<file path="config.mk">
export PLATFORM = sky130hd
export DESIGN_NAME = pdpc_port_config
export DESIGN_NICKNAME = d
export VERILOG_FILES = /design/src/pdpc_pkg.sv /design/src/pdpc_pullup_gate.sv /design/src/pdpc_port_config.sv
export VERILOG_INCLUDE_DIRS = /design/src
export SDC_FILE = /design/constraint.sdc
export NUM_CORES = 1
export LEC_CHECK = 0
export BUFFER_PORTS_ARGS = -buffer_cell sky130_fd_sc_hd__buf_2
export CAP_MARGIN = 20
export CORE_MARGIN = 8
export CORE_UTILIZATION = 51
export DETAILED_ROUTE_END_ITERATION = 12
export GPL_TIMING_DRIVEN = 0
export PLACE_DENSITY = 0.86
export REMOVE_ABC_BUFFERS = 1
export SLEW_MARGIN = 20
export SYNTH_ARGS = -nofsm -noshare
export SYNTH_HDL_FRONTEND = slang
export SYNTH_SLANG_ARGS = --single-unit
</file>
<file path="constraint.sdc">
create_clock -name aclk -period 5 [get_ports aclk]
set_input_delay 0.75 -clock aclk [delete_from_list [all_inputs] [get_ports aclk]]
set_output_delay 0.75 -clock aclk [all_outputs]
set_load 0.03 [all_outputs]
</file>
<file path="src/pdpc_regs.svh">
// Register indices, masks and reset values of the port direction and pull-up block.
// Assumes an AXI4-Lite master that addresses each register as four times its index.
`ifndef PDPC_REGS_SVH
`define PDPC_REGS_SVH

// Register indices; byte address is index shifted left by two
`define PDPC_IDX_PORT6_DIR  16'hffe9
`define PDPC_IDX_PORT7_DIR  16'hffea
`define PDPC_IDX_PORT8_DIR  16'hffeb
`define PDPC_IDX_PORT9_DIR  16'hffec
`define PDPC_IDX_PORT1_PU   16'hffed
`define PDPC_IDX_PORT3_PU   16'hffee
`define PDPC_IDX_PORT5_PU   16'hffef

// Address field carrying the index
`define PDPC_IDX_LSB        2
`define PDPC_IDX_MSB        17
`define PDPC_ADDR_MSB       31

// Data field and implemented bits
`define PDPC_DATA_MSB       7
`define PDPC_STRB_LANE0     0
`define PDPC_FULL_MASK      8'hff
`define PDPC_PORT9_MASK     8'h1f
`define PDPC_PORT3_MASK     8'h3f

// Reset values
`define PDPC_RST_BYTE       8'h00
`define PDPC_RST_WORD       32'h0000_0000

`endif

</file>
<file path="src/pdpc_pkg.sv">
// Types shared by the port direction and pull-up block.
// Assumes nothing beyond the register header.
package pdpc_pkg;

    typedef enum logic [1:0]
    {
        PDPC_RESP_OKAY   = 2'b00,
        PDPC_RESP_SLVERR = 2'b10
    } pdpc_resp_e;

    typedef enum logic [1:0]
    {
        PDPC_WR_IDLE = 2'b00,
        PDPC_WR_RESP = 2'b01
    } pdpc_wr_state_e;

    typedef logic [7:0] pdpc_byte_t;

endpackage

</file>
<file path="src/pdpc_pullup_gate.sv">
// Per-pin pull-up enable for one 8-pin port, registered.
// Assumes select and direction come from logic on the same clock.
`timescale 1ns/1ps
`include "pdpc_regs.svh"

module pdpc_pullup_gate
(
    // Clock and reset
    input  wire logic              aclk,
    input  wire logic              aresetn,
    // Controls
    input  wire pdpc_pkg::pdpc_byte_t select,
    input  wire pdpc_pkg::pdpc_byte_t direction,
    // Pull-up enables
    output pdpc_pkg::pdpc_byte_t   pullup_en
);
    import pdpc_pkg::*;

    genvar b;
    generate
        for (b = 0; b <= `PDPC_DATA_MSB; b = b + 1)
        begin : g_bit
            logic en_q;
            // Output pin loses its pull-up on the clock after its direction bit goes to 1
            wire  en_d = select[b] & ~direction[b];
            always_ff @(posedge aclk)
            begin
                if (!aresetn)
                    en_q <= 1'b0;
                else
                    en_q <= en_d;
            end
            assign pullup_en[b] = en_q;
        end
    endgenerate

endmodule // pdpc_pullup_gate

</file>
<file path="src/pdpc_port_config.sv">
// Port direction and pull-up configuration registers behind an AXI4-Lite slave.
// Assumes directions of ports 1, 3 and 5 come from neighbouring logic on aclk.
//
// Function
// - Direction bit 0 input, 1 output.
// - Ports 6-8 direction: 8-bit, write-only, reset zero.
// - Port 9 direction writes bits 4-0 only.
// - Port 3 pull-up: bits 5-0 read/write, reset zero.
// - Ports 5, 1 pull-up: 8 bits, reset zero.
`timescale 1ns/1ps
`include "pdpc_regs.svh"

module pdpc_port_config
(
    // Clock and reset
    input  wire logic                 aclk,
    input  wire logic                 aresetn,
    // AXI4-Lite write address
    input  wire logic [31:0]          s_axi_awaddr,
    input  wire logic [2:0]           s_axi_awprot,
    input  wire logic                 s_axi_awvalid,
    output logic                      s_axi_awready,
    // AXI4-Lite write data
    input  wire logic [31:0]          s_axi_wdata,
    input  wire logic [3:0]           s_axi_wstrb,
    input  wire logic                 s_axi_wvalid,
    output logic                      s_axi_wready,
    // AXI4-Lite write response
    output logic [1:0]                s_axi_bresp,
    output logic                      s_axi_bvalid,
    input  wire logic                 s_axi_bready,
    // AXI4-Lite read address
    input  wire logic [31:0]          s_axi_araddr,
    input  wire logic [2:0]           s_axi_arprot,
    input  wire logic                 s_axi_arvalid,
    output logic                      s_axi_arready,
    // AXI4-Lite read data
    output logic [31:0]               s_axi_rdata,
    output logic [1:0]                s_axi_rresp,
    output logic                      s_axi_rvalid,
    input  wire logic                 s_axi_rready,
    // Directions of the pull-up ports, from neighbouring registers
    input  wire pdpc_pkg::pdpc_byte_t port1_dir_in,
    input  wire pdpc_pkg::pdpc_byte_t port3_dir_in,
    input  wire pdpc_pkg::pdpc_byte_t port5_dir_in,
    // Pin output enables, 1 drives the pin
    output pdpc_pkg::pdpc_byte_t      port6_oe,
    output pdpc_pkg::pdpc_byte_t      port7_oe,
    output pdpc_pkg::pdpc_byte_t      port8_oe,
    output pdpc_pkg::pdpc_byte_t      port9_oe,
    // Pull-up enables
    output pdpc_pkg::pdpc_byte_t      port1_pullup_en,
    output pdpc_pkg::pdpc_byte_t      port3_pullup_en,
    output pdpc_pkg::pdpc_byte_t      port5_pullup_en
);
    import pdpc_pkg::*;

    // Register state
    pdpc_byte_t     port6_direction_q;
    pdpc_byte_t     port7_direction_q;
    pdpc_byte_t     port8_direction_q;
    pdpc_byte_t     port9_direction_q;
    pdpc_byte_t     port1_pullup_select_q;
    pdpc_byte_t     port3_pullup_select_q;
    pdpc_byte_t     port5_pullup_select_q;

    // Write channel state
    logic           aw_full_q;
    logic           w_full_q;
    logic [31:0]    aw_addr_q;
    logic [31:0]    w_data_q;
    logic [3:0]     w_strb_q;
    pdpc_wr_state_e wr_state_q;
    pdpc_resp_e     bresp_q;

    // Read channel state
    logic           rvalid_q;
    logic [31:0]    rdata_q;
    pdpc_resp_e     rresp_q;

    // Write decode on the held address
    wire [15:0] aw_idx     = aw_addr_q[`PDPC_IDX_MSB:`PDPC_IDX_LSB];
    wire        aw_hi_zero = (aw_addr_q[`PDPC_ADDR_MSB:`PDPC_IDX_MSB+1] == '0);
    wire        wsel_p6    = aw_hi_zero && (aw_idx == `PDPC_IDX_PORT6_DIR);
    wire        wsel_p7    = aw_hi_zero && (aw_idx == `PDPC_IDX_PORT7_DIR);
    wire        wsel_p8    = aw_hi_zero && (aw_idx == `PDPC_IDX_PORT8_DIR);
    wire        wsel_p9    = aw_hi_zero && (aw_idx == `PDPC_IDX_PORT9_DIR);
    wire        wsel_pu1   = aw_hi_zero && (aw_idx == `PDPC_IDX_PORT1_PU);
    wire        wsel_pu3   = aw_hi_zero && (aw_idx == `PDPC_IDX_PORT3_PU);
    wire        wsel_pu5   = aw_hi_zero && (aw_idx == `PDPC_IDX_PORT5_PU);
    wire        wsel_hit   = wsel_p6 | wsel_p7 | wsel_p8 | wsel_p9
                           | wsel_pu1 | wsel_pu3 | wsel_pu5;

    // Write commit once both halves are held and no response is pending
    wire        wr_fire    = aw_full_q && w_full_q && (wr_state_q == PDPC_WR_IDLE);
    // Only the low byte lane carries register data
    wire        wr_lane0   = wr_fire && w_strb_q[`PDPC_STRB_LANE0];
    wire [7:0]  wr_byte    = w_data_q[`PDPC_DATA_MSB:0];

    assign s_axi_awready = !aw_full_q;
    assign s_axi_wready  = !w_full_q;
    assign s_axi_bvalid  = (wr_state_q == PDPC_WR_RESP);
    assign s_axi_bresp   = bresp_q;

    // Address and data taken independently, in either order
    always_ff @(posedge aclk)
    begin
        if (!aresetn)
        begin
            aw_full_q <= 1'b0;
            aw_addr_q <= `PDPC_RST_WORD;
        end
        else if (s_axi_awvalid && s_axi_awready)
        begin
            aw_full_q <= 1'b1;
            aw_addr_q <= s_axi_awaddr;
        end
        else if (wr_fire)
            aw_full_q <= 1'b0;
    end

    always_ff @(posedge aclk)
    begin
        if (!aresetn)
        begin
            w_full_q <= 1'b0;
            w_data_q <= `PDPC_RST_WORD;
            w_strb_q <= '0;
        end
        else if (s_axi_wvalid && s_axi_wready)
        begin
            w_full_q <= 1'b1;
            w_data_q <= s_axi_wdata;
            w_strb_q <= s_axi_wstrb;
        end
        else if (wr_fire)
            w_full_q <= 1'b0;
    end

    always_ff @(posedge aclk)
    begin
        if (!aresetn)
        begin
            wr_state_q <= PDPC_WR_IDLE;
            bresp_q    <= PDPC_RESP_OKAY;
        end
        else
        begin
            case (wr_state_q)
                PDPC_WR_IDLE:
                    if (wr_fire)
                    begin
                        wr_state_q <= PDPC_WR_RESP;
                        bresp_q    <= wsel_hit ? PDPC_RESP_OKAY : PDPC_RESP_SLVERR;
                    end
                PDPC_WR_RESP:
                    if (s_axi_bready)
                        wr_state_q <= PDPC_WR_IDLE;
                default:
                    wr_state_q <= PDPC_WR_IDLE;
            endcase
        end
    end

    // Direction registers, all inputs after reset
    always_ff @(posedge aclk)
    begin
        if (!aresetn)
        begin
            port6_direction_q <= `PDPC_RST_BYTE;
            port7_direction_q <= `PDPC_RST_BYTE;
            port8_direction_q <= `PDPC_RST_BYTE;
            port9_direction_q <= `PDPC_RST_BYTE;
        end
        else if (wr_lane0)
        begin
            if (wsel_p6)
                port6_direction_q <= wr_byte;
            if (wsel_p7)
                port7_direction_q <= wr_byte;
            if (wsel_p8)
                port8_direction_q <= wr_byte;
            if (wsel_p9)
                port9_direction_q <= wr_byte & `PDPC_PORT9_MASK;
        end
    end

    // Pull-up selection registers
    always_ff @(posedge aclk)
    begin
        if (!aresetn)
        begin
            port1_pullup_select_q <= `PDPC_RST_BYTE;
            port3_pullup_select_q <= `PDPC_RST_BYTE;
            port5_pullup_select_q <= `PDPC_RST_BYTE;
        end
        else if (wr_lane0)
        begin
            if (wsel_pu1)
                port1_pullup_select_q <= wr_byte;
            if (wsel_pu3)
                port3_pullup_select_q <= wr_byte & `PDPC_PORT3_MASK;
            if (wsel_pu5)
                port5_pullup_select_q <= wr_byte;
        end
    end

    // Read decode straight from the offered address
    wire [15:0] ar_idx     = s_axi_araddr[`PDPC_IDX_MSB:`PDPC_IDX_LSB];
    wire        ar_hi_zero = (s_axi_araddr[`PDPC_ADDR_MSB:`PDPC_IDX_MSB+1] == '0);
    wire        rsel_pu1   = ar_hi_zero && (ar_idx == `PDPC_IDX_PORT1_PU);
    wire        rsel_pu3   = ar_hi_zero && (ar_idx == `PDPC_IDX_PORT3_PU);
    wire        rsel_pu5   = ar_hi_zero && (ar_idx == `PDPC_IDX_PORT5_PU);
    // Write-only registers answer OKAY with zero data
    wire        rsel_wo    = ar_hi_zero && ((ar_idx == `PDPC_IDX_PORT6_DIR)
                           || (ar_idx == `PDPC_IDX_PORT7_DIR)
                           || (ar_idx == `PDPC_IDX_PORT8_DIR)
                           || (ar_idx == `PDPC_IDX_PORT9_DIR));
    wire        rsel_hit   = rsel_pu1 | rsel_pu3 | rsel_pu5 | rsel_wo;
    wire [7:0]  rd_byte    = rsel_pu1 ? port1_pullup_select_q :
                             rsel_pu3 ? (port3_pullup_select_q & `PDPC_PORT3_MASK) :
                             rsel_pu5 ? port5_pullup_select_q :
                                        `PDPC_RST_BYTE;
    wire        ar_fire    = s_axi_arvalid && s_axi_arready;

    assign s_axi_arready = !rvalid_q;
    assign s_axi_rvalid  = rvalid_q;
    assign s_axi_rdata   = rdata_q;
    assign s_axi_rresp   = rresp_q;

    always_ff @(posedge aclk)
    begin
        if (!aresetn)
        begin
            rvalid_q <= 1'b0;
            rdata_q  <= `PDPC_RST_WORD;
            rresp_q  <= PDPC_RESP_OKAY;
        end
        else if (ar_fire)
        begin
            rvalid_q <= 1'b1;
            rdata_q  <= {24'h00_0000, rd_byte};
            rresp_q  <= rsel_hit ? PDPC_RESP_OKAY : PDPC_RESP_SLVERR;
        end
        else if (s_axi_rready)
            rvalid_q <= 1'b0;
    end

    // Pins drive when their direction bit is 1
    assign port6_oe = port6_direction_q;
    assign port7_oe = port7_direction_q;
    assign port8_oe = port8_direction_q;
    assign port9_oe = port9_direction_q;

    pdpc_pullup_gate u_pu1
    (
        .aclk      (aclk),
        .aresetn   (aresetn),
        .select    (port1_pullup_select_q),
        .direction (port1_dir_in),
        .pullup_en (port1_pullup_en)
    );

    pdpc_pullup_gate u_pu3
    (
        .aclk      (aclk),
        .aresetn   (aresetn),
        .select    (port3_pullup_select_q),
        .direction (port3_dir_in),
        .pullup_en (port3_pullup_en)
    );

    pdpc_pullup_gate u_pu5
    (
        .aclk      (aclk),
        .aresetn   (aresetn),
        .select    (port5_pullup_select_q),
        .direction (port5_dir_in),
        .pullup_en (port5_pullup_en)
    );

endmodule // pdpc_port_config

</file>
==> out/metrics.yaml, run 1 <==
critPathLaunch: "aw_addr_q[27]"
hold_path_class: "input pin to flop"
skew_ns: 0.00616
final_nets: 825
cp-start-kind: "flop"
fmax_mhz: 468
grt_start_max_net_pins: 90
hold_violations: 0
portBuffers: 163
synth_area_leaders: "dfxtp_1, nand2_1, mux2i_1"
tightest_slew_ns: 0.953
dr.pass1.iters: 4
cts-buffers-inserted: 17
power.density_mw_per_mm2: 388
ys_seq_area_share_pct: 48.7
cts.clk_slew.worst_paths_ns: 0.06
peakVddDrop_mv: 0.207
clock-sinks: 126
dr.first_iter.drc_count: 149
synth_area_mm2: 0.00518
total_power_w: 0.00251
gp_congestion: 0.739
drv_cap: 0
dpl-instance-area_mm2: 0.00585
htreeDepth: 4
layout_commonest_cell: "buf_2"
sw_frac_of_total_pct: 24.0
p_clk_share_pct: 51.5
post-route-period-util_pct: 42.7
cts_hold_buf: 0
antenna_cells: 0
end_kind: "flop"
die_area_mm2: 0.0136
pwr-share-seq_pct: 41.5
crit_fanout: 8
status: "complete, no violations"
viasPerCell: 4.92
dp_hpwl_um: 9970
synth_top_cell_area_share_pct: 48.7
drv_slew: 0
rsz0062_at_grt: "no"
syn-instance-count: 547
crit_type: "flop to flop"
yosysUniqueCellTypes: 39
die-height_um: 117
p_comb_share_pct: 6.9
drc: 0
ctsResizeCount: 0
layout_min_cycle_time_ns: 2.14
wl_um: 13200
setup_viol_count_final: 0
final_cell_mix: "buf_2, nand2_1, dfxtp_1"
initial_core_util_pct: 52.7
cts_tree: "built"
synth.avg_cell_area_um2: 9.47
final_layout_size_suffix_gt1_share_pct: 31.4
timing.rr.start: "aw_addr_q[27]"
grt_pass1_wl_um: 20500
ys_seq_elements: 126
area_delta_synth_final_pct: 24.9
clock_path_buffers: 2
antenna_left: 0
ys_warn_count: 0
synth_area_leader_cell: "dfxtp_1"
post-route-cell-area_mm2: 0.00647
hp-start: "port1_dir_in[3]"
io_pins: 234
post-cts-setup-buffer-count: 0
grt_pass1_vias: 4349
die_x_um: 117
power.switching_w: 0.000603
antenna_found_initial: 0
p_leak_nw: 3.21
gr-total-overflow: 0
worstSkewPairLatency_ns: 0.51
tns_ns: 0
vias: 4104
num_rows: 36
core_mm2: 0.00982
internal_power_w: 0.00191
fillers: 812
cp.required_ns: 5.43
grt_use_total_pct: 19.3
cp_data_arrival_time_ns: 2.57
slew_headroom_pct: 36.3
wl_per_cell_um: 15.8
root_buffer: "clkbuf_8"
## sequential cells by signal (all words and copies together), names as in the netlist, 5 cells and up
| signal | flops |
|---|---|
| u_pu5.g_bit.en_q | 8 |
| w_data_q | 8 |
| port8_oe | 8 |
| s_axi_rdata | 8 |
| port7_oe | 8 |
| aw_addr_q | 30 |
| port1_pullup_select_q | 8 |
| port5_pullup_select_q | 8 |
| port9_oe | 5 |
| port6_oe | 8 |
| port3_pullup_select_q | 6 |
| u_pu1.g_bit.en_q | 8 |
| u_pu3.g_bit.en_q | 6 |
## power groups by stage
stage               clock [W]  sequential, W  combinational, W
finish                0.00129        0.00104          0.000174
floorplan                   0        0.00106         0.0000930
global route          0.00136        0.00104          0.000191
global placement            0        0.00106          0.000162
detailed placement          0        0.00106          0.000172
CTS                   0.00131        0.00104          0.000173
## cell usage after synthesis, drive strengths merged
master and count:
nand2 153, dfxtp 126, buf 55, mux2i 53, a21boi 40, nor2 29, clkbuf 19, a22oi 6
mux2 6, nand4 6, o21ai 6, nand3 5, nor2b 5, nor3 5, nor4 5, nand4b 4
inv 3, nand4bb 3, o31ai 3, and3 2, nand2b 2, nor3b 2, and4b 1, conb 1
nand3b 1, o211a 1, o221a 1, or2 1, or3 1, or4 1, or4b 1
## metrics by stage
stage / hold slack, ns / cells / setup WS (ns) / util [%]
after detailed placement: 0.447 / 802 / 2.81 / 59.5
after global routing: 0.363 / 834 / 2.72 / 65.9
after floorplan: 0.428 / 503 / 2.92 / -
after global placement: 0.434 / 799 / 2.24 / 59.0
final: 0.386 / 834 / 2.86 / 65.9
after CTS: 0.364 / 834 / 2.83 / 65.9
## logic make-up after synthesis
family | after synthesis | synth area share, %
flops | 126 | 48.7
compound gates | 57 | 8.09
mux | 59 | 11.5
simple gates | 227 | 22.2
other cells | 1 | 0.0724
buf+inv | 77 | 9.42
## worst max-delay path, cell delays in order, from the launching register on
cell       delay, ns
dfxtp_1         0.31
nand4bb_4       0.23
nor4_4          0.83
nand4_4         0.39
mux2i_1         0.29
## path summary, 6_finish.rpt
path,to,slack (ns),cells past startpoint
max,port8_oe[0],2.86,4
min,u_pu1.g_bit[3].en_q,0.39,2
min reg2reg,u_pu5.g_bit[0].en_q,0.46,2
max reg2reg,port8_oe[0],2.86,4
## area by class of cell
type / instances / area [um^2] / share of cell area (%)
flip-flops and latches: 126 / 2520 / 39.0
multi-input cells: 374 / 2280 / 35.3
repair buffers: 166 / 862 / 13.3
clock buffers: 17 / 414 / 6.40
clock inverters: 15 / 209 / 3.23
well taps: 133 / 166 / 2.57
inverters: 3 / 11.3 / 0.174
## routing by layer
metal  share of wire, %  wire length, um  vias to the layer above  global-route usage [%]
li1                   -                -                     2028                       -
met1                 38             5070                     1908                    20.3
met2                 51             6730                      149                    34.6
met3                9.2             1210                       19                    7.18
met4                1.2              164                        0                    6.57
met5                  0                0                        -                       0
Note: power is estimated with default switching activity, not from simulation.
==> inputs of run 2 (changes only) <==
--- a/config.mk
+++ b/config.mk
@@ -9,10 +9,10 @@
 export BUFFER_PORTS_ARGS = -buffer_cell sky130_fd_sc_hd__buf_2
 export CAP_MARGIN = 20
 export CORE_MARGIN = 8
-export CORE_UTILIZATION = 51
+export CORE_UTILIZATION = 42
 export DETAILED_ROUTE_END_ITERATION = 12
 export GPL_TIMING_DRIVEN = 0
-export PLACE_DENSITY = 0.86
+export PLACE_DENSITY = 0.76
 export REMOVE_ABC_BUFFERS = 1
 export SLEW_MARGIN = 20
 export SYNTH_ARGS = -nofsm -noshare
==> constraint.sdc (replaced) <==
create_clock -name aclk -period 1.85 [get_ports aclk]
set_input_delay 0.2775 -clock aclk [delete_from_list [all_inputs] [get_ports aclk]]
set_output_delay 0.2775 -clock aclk [all_outputs]
set_load 0.03 [all_outputs]
==> run 2 against run 1 <==
Sequential power rose to 2.7 times the previous value. Combinational power rose to 2.7 times the previous value. Critical path depth rose by 1. Count of clock-buffer cells in the layout rose by 2. Clock skew rose by 0.0017 ns. Utilization fell by 12 points. Maximum frequency rose by 17%.
==> out/metrics.yaml, run 2 (same netlist as run 1, synthesis figures left out) <==
peakVddDrop_mv: 0.459  # was 0.207 mV
vias: 4097  # was 4104
internal_power_w: 0.00469  # was 0.00191 W
power.density_mw_per_mm2: 964  # was 388 mW/mm^2
tns_ns: 0  # unchanged
instances_no_fill: 853  # was 834
drv_slew: 0  # unchanged
worstSkewPairLatency_ns: 0.40  # was 0.51 ns
tightest_slew_ns: 0.982  # was 0.953 ns
sw_frac_of_total_pct: 25.0  # was 24.0%
grt_start_max_net_pins: 55  # was 90
setup_viol_count_final: 0  # unchanged
wl_um: 13200  # about the same
viasPerCell: 4.80  # was 4.92
layout_commonest_cell: "buf_2"  # unchanged
crit_type: "flop to flop"  # unchanged
p_comb_share_pct: 7.5  # was 6.9%
regMostFlops: "aw_addr_q"  # unchanged
clock-sinks: 126  # unchanged
grt_use_total_pct: 16.2  # was 19.3%
clock_path_buffers: 2  # unchanged
cp.required_ns: 2.17  # was 5.43 ns
dr.first_iter.drc_count: 125  # was 149
slew_headroom_pct: 34.4  # was 36.3%
dr.pass1.iters: 5  # was 4
area_delta_synth_final_pct: 25.3  # was 24.9%
power.switching_w: 0.00157  # was 0.000603 W
antenna_cells: 0  # unchanged
cts-buffers-inserted: 17  # unchanged
gp_congestion: 0.854  # was 0.739
drv_cap: 0  # unchanged
skew_ns: 0.00784  # was 0.00616 ns
num_rows: 40  # was 36
cts.clk_slew.worst_paths_ns: 0.06  # about the same
p_leak_nw: 3.20  # was 3.21 nW
final_cell_mix: "buf_2, nand2_1, dfxtp_1"  # unchanged
end_kind: "flop"  # unchanged
largest_register_ffs: 30  # unchanged
cts_hold_buf: 0  # unchanged
cp_data_arrival_time_ns: 2.15  # was 2.57 ns
die_x_um: 127  # was 117 um
antenna_found_initial: 0  # unchanged
antenna_left: 0  # unchanged
post-route-period-util_pct: 99.0  # was 42.7%
drc: 0  # unchanged
hold_violations: 0  # unchanged
rsz0062_at_grt: "yes"  # was no
die-height_um: 127  # was 117 um
grt_pass1_vias: 4334  # was 4349
cts_tree: "built"  # unchanged
grt_pass1_wl_um: 21000  # was 20500 um
gr-total-overflow: 0  # unchanged
htreeDepth: 4  # unchanged
p_clk_share_pct: 47.4  # was 51.5%
initial_core_util_pct: 43.1  # was 52.7%
pwr-share-seq_pct: 45.1  # was 41.5%
final_layout_size_suffix_gt1_share_pct: 32.7  # was 31.4%
hold_path_class: "input pin to flop"  # unchanged
dp_hpwl_um: 10000  # was 9970 um
layout_min_cycle_time_ns: 1.83  # was 2.14 ns
crit_fanout: 8  # unchanged
cp-start-kind: "flop"  # unchanged
die_area_mm2: 0.0161  # was 0.0136 mm^2
portBuffers: 163  # unchanged
root_buffer: "clkbuf_16"  # was clkbuf_8
wl_per_cell_um: 15.5  # was 15.8 um
final_nets: 830  # was 825
fmax_mhz: 546  # was 468 MHz
status: "complete, no violations"  # unchanged
core_mm2: 0.0120  # was 0.00982 mm^2
dpl.cell_count: 815  # was 802
io_pins: 234  # unchanged
run 2: changes by cell type in the layout (fill, tap and decap cells not counted), moves of 2 or more:
cell,delta
nor3b_1,-2
dfxtp_1,-3
buf_12,+3
clkinvlp_4,+2
dfxtp_2,+3
clkinv_2,+3
bufinv_16,-4
buf_4,+3
inv_6,-3
nor3b_2,+2
run 2: layout make-up:
class                      count  area, um^2
clock buffer                  19         443
clock inverter                13        92.6
fill                        1101        5520
inverter                       3        11.3
multi-input combinational    374        2310
sequential                   126        2530
tap                          147         184
timing repair buffer         171         923
run 2: power groups by stage:
stage	clock network, W	registers, W	logic (W)
2_1_floorplan	0	0.00288	0.000251
6_report	0.00296	0.00282	0.000471
5_1_grt	0.00313	0.00283	0.000519
4_1_cts	0.00303	0.00282	0.000469
3_3_place_gp	0	0.00287	0.000442
3_5_place_dp	0	0.00288	0.000464
run 2: final timing paths:
| check | depth (start not counted) | from | end | slack, ns |
|---|---|---|---|---|
| min | 2 | port1_dir_in[1] | u_pu1.g_bit[1].en_q | 0.02 |
| max reg2reg | 5 | aw_addr_q[24] | port5_pullup_select_q[2] | 0.02 |
| max | 5 | aw_addr_q[24] | port5_pullup_select_q[2] | 0.02 |
| min reg2reg | 2 | s_axi_rdata[3] | s_axi_rdata[3] | 0.45 |
run 2: per-layer routing:
| layer | track usage (%) | part of all wire, % | vias up |
|---|---|---|---|
| met2 | 28.5 | 50 | 135 |
| met5 | 0 | 0 | - |
| met1 | 17.4 | 40 | 1900 |
| met4 | 6.30 | 1.6 | 0 |
| met3 | 5.91 | 7.7 | 16 |
| li1 | - | - | 2046 |
run 2: worst max-delay path: stages, from the launching register on:
cell	delay (ns)
dfxtp_2	0.34
or4b_4	0.55
nor4_4	0.24
buf_6	0.18
nand3_4	0.18
mux2i_1	0.25
run 2: timing repair:
item / CTS / global route
pin swaps: 4 / 4
gates resized for setup: 2 / 6
setup endpoints to repair: 52 / 51
setup buffers: 2 / 4
run 2: metrics by stage:
step                      utilization [%]  hold slack, ns  instance area [um^2]  total power (W)  setup WS [ns]
after floorplan                         -           0.350                  4810          0.00313        -0.0303
after global placement               48.4           0.435                  5810          0.00331         -0.574
after detailed placement             48.8           0.437                  5860          0.00334         -0.396
after CTS                            53.5         0.00555                  6430          0.00631        -0.0823
after global routing                 54.0         0.00753                  6490          0.00647        -0.0424
final                                54.0          0.0215                  6490          0.00625         0.0188
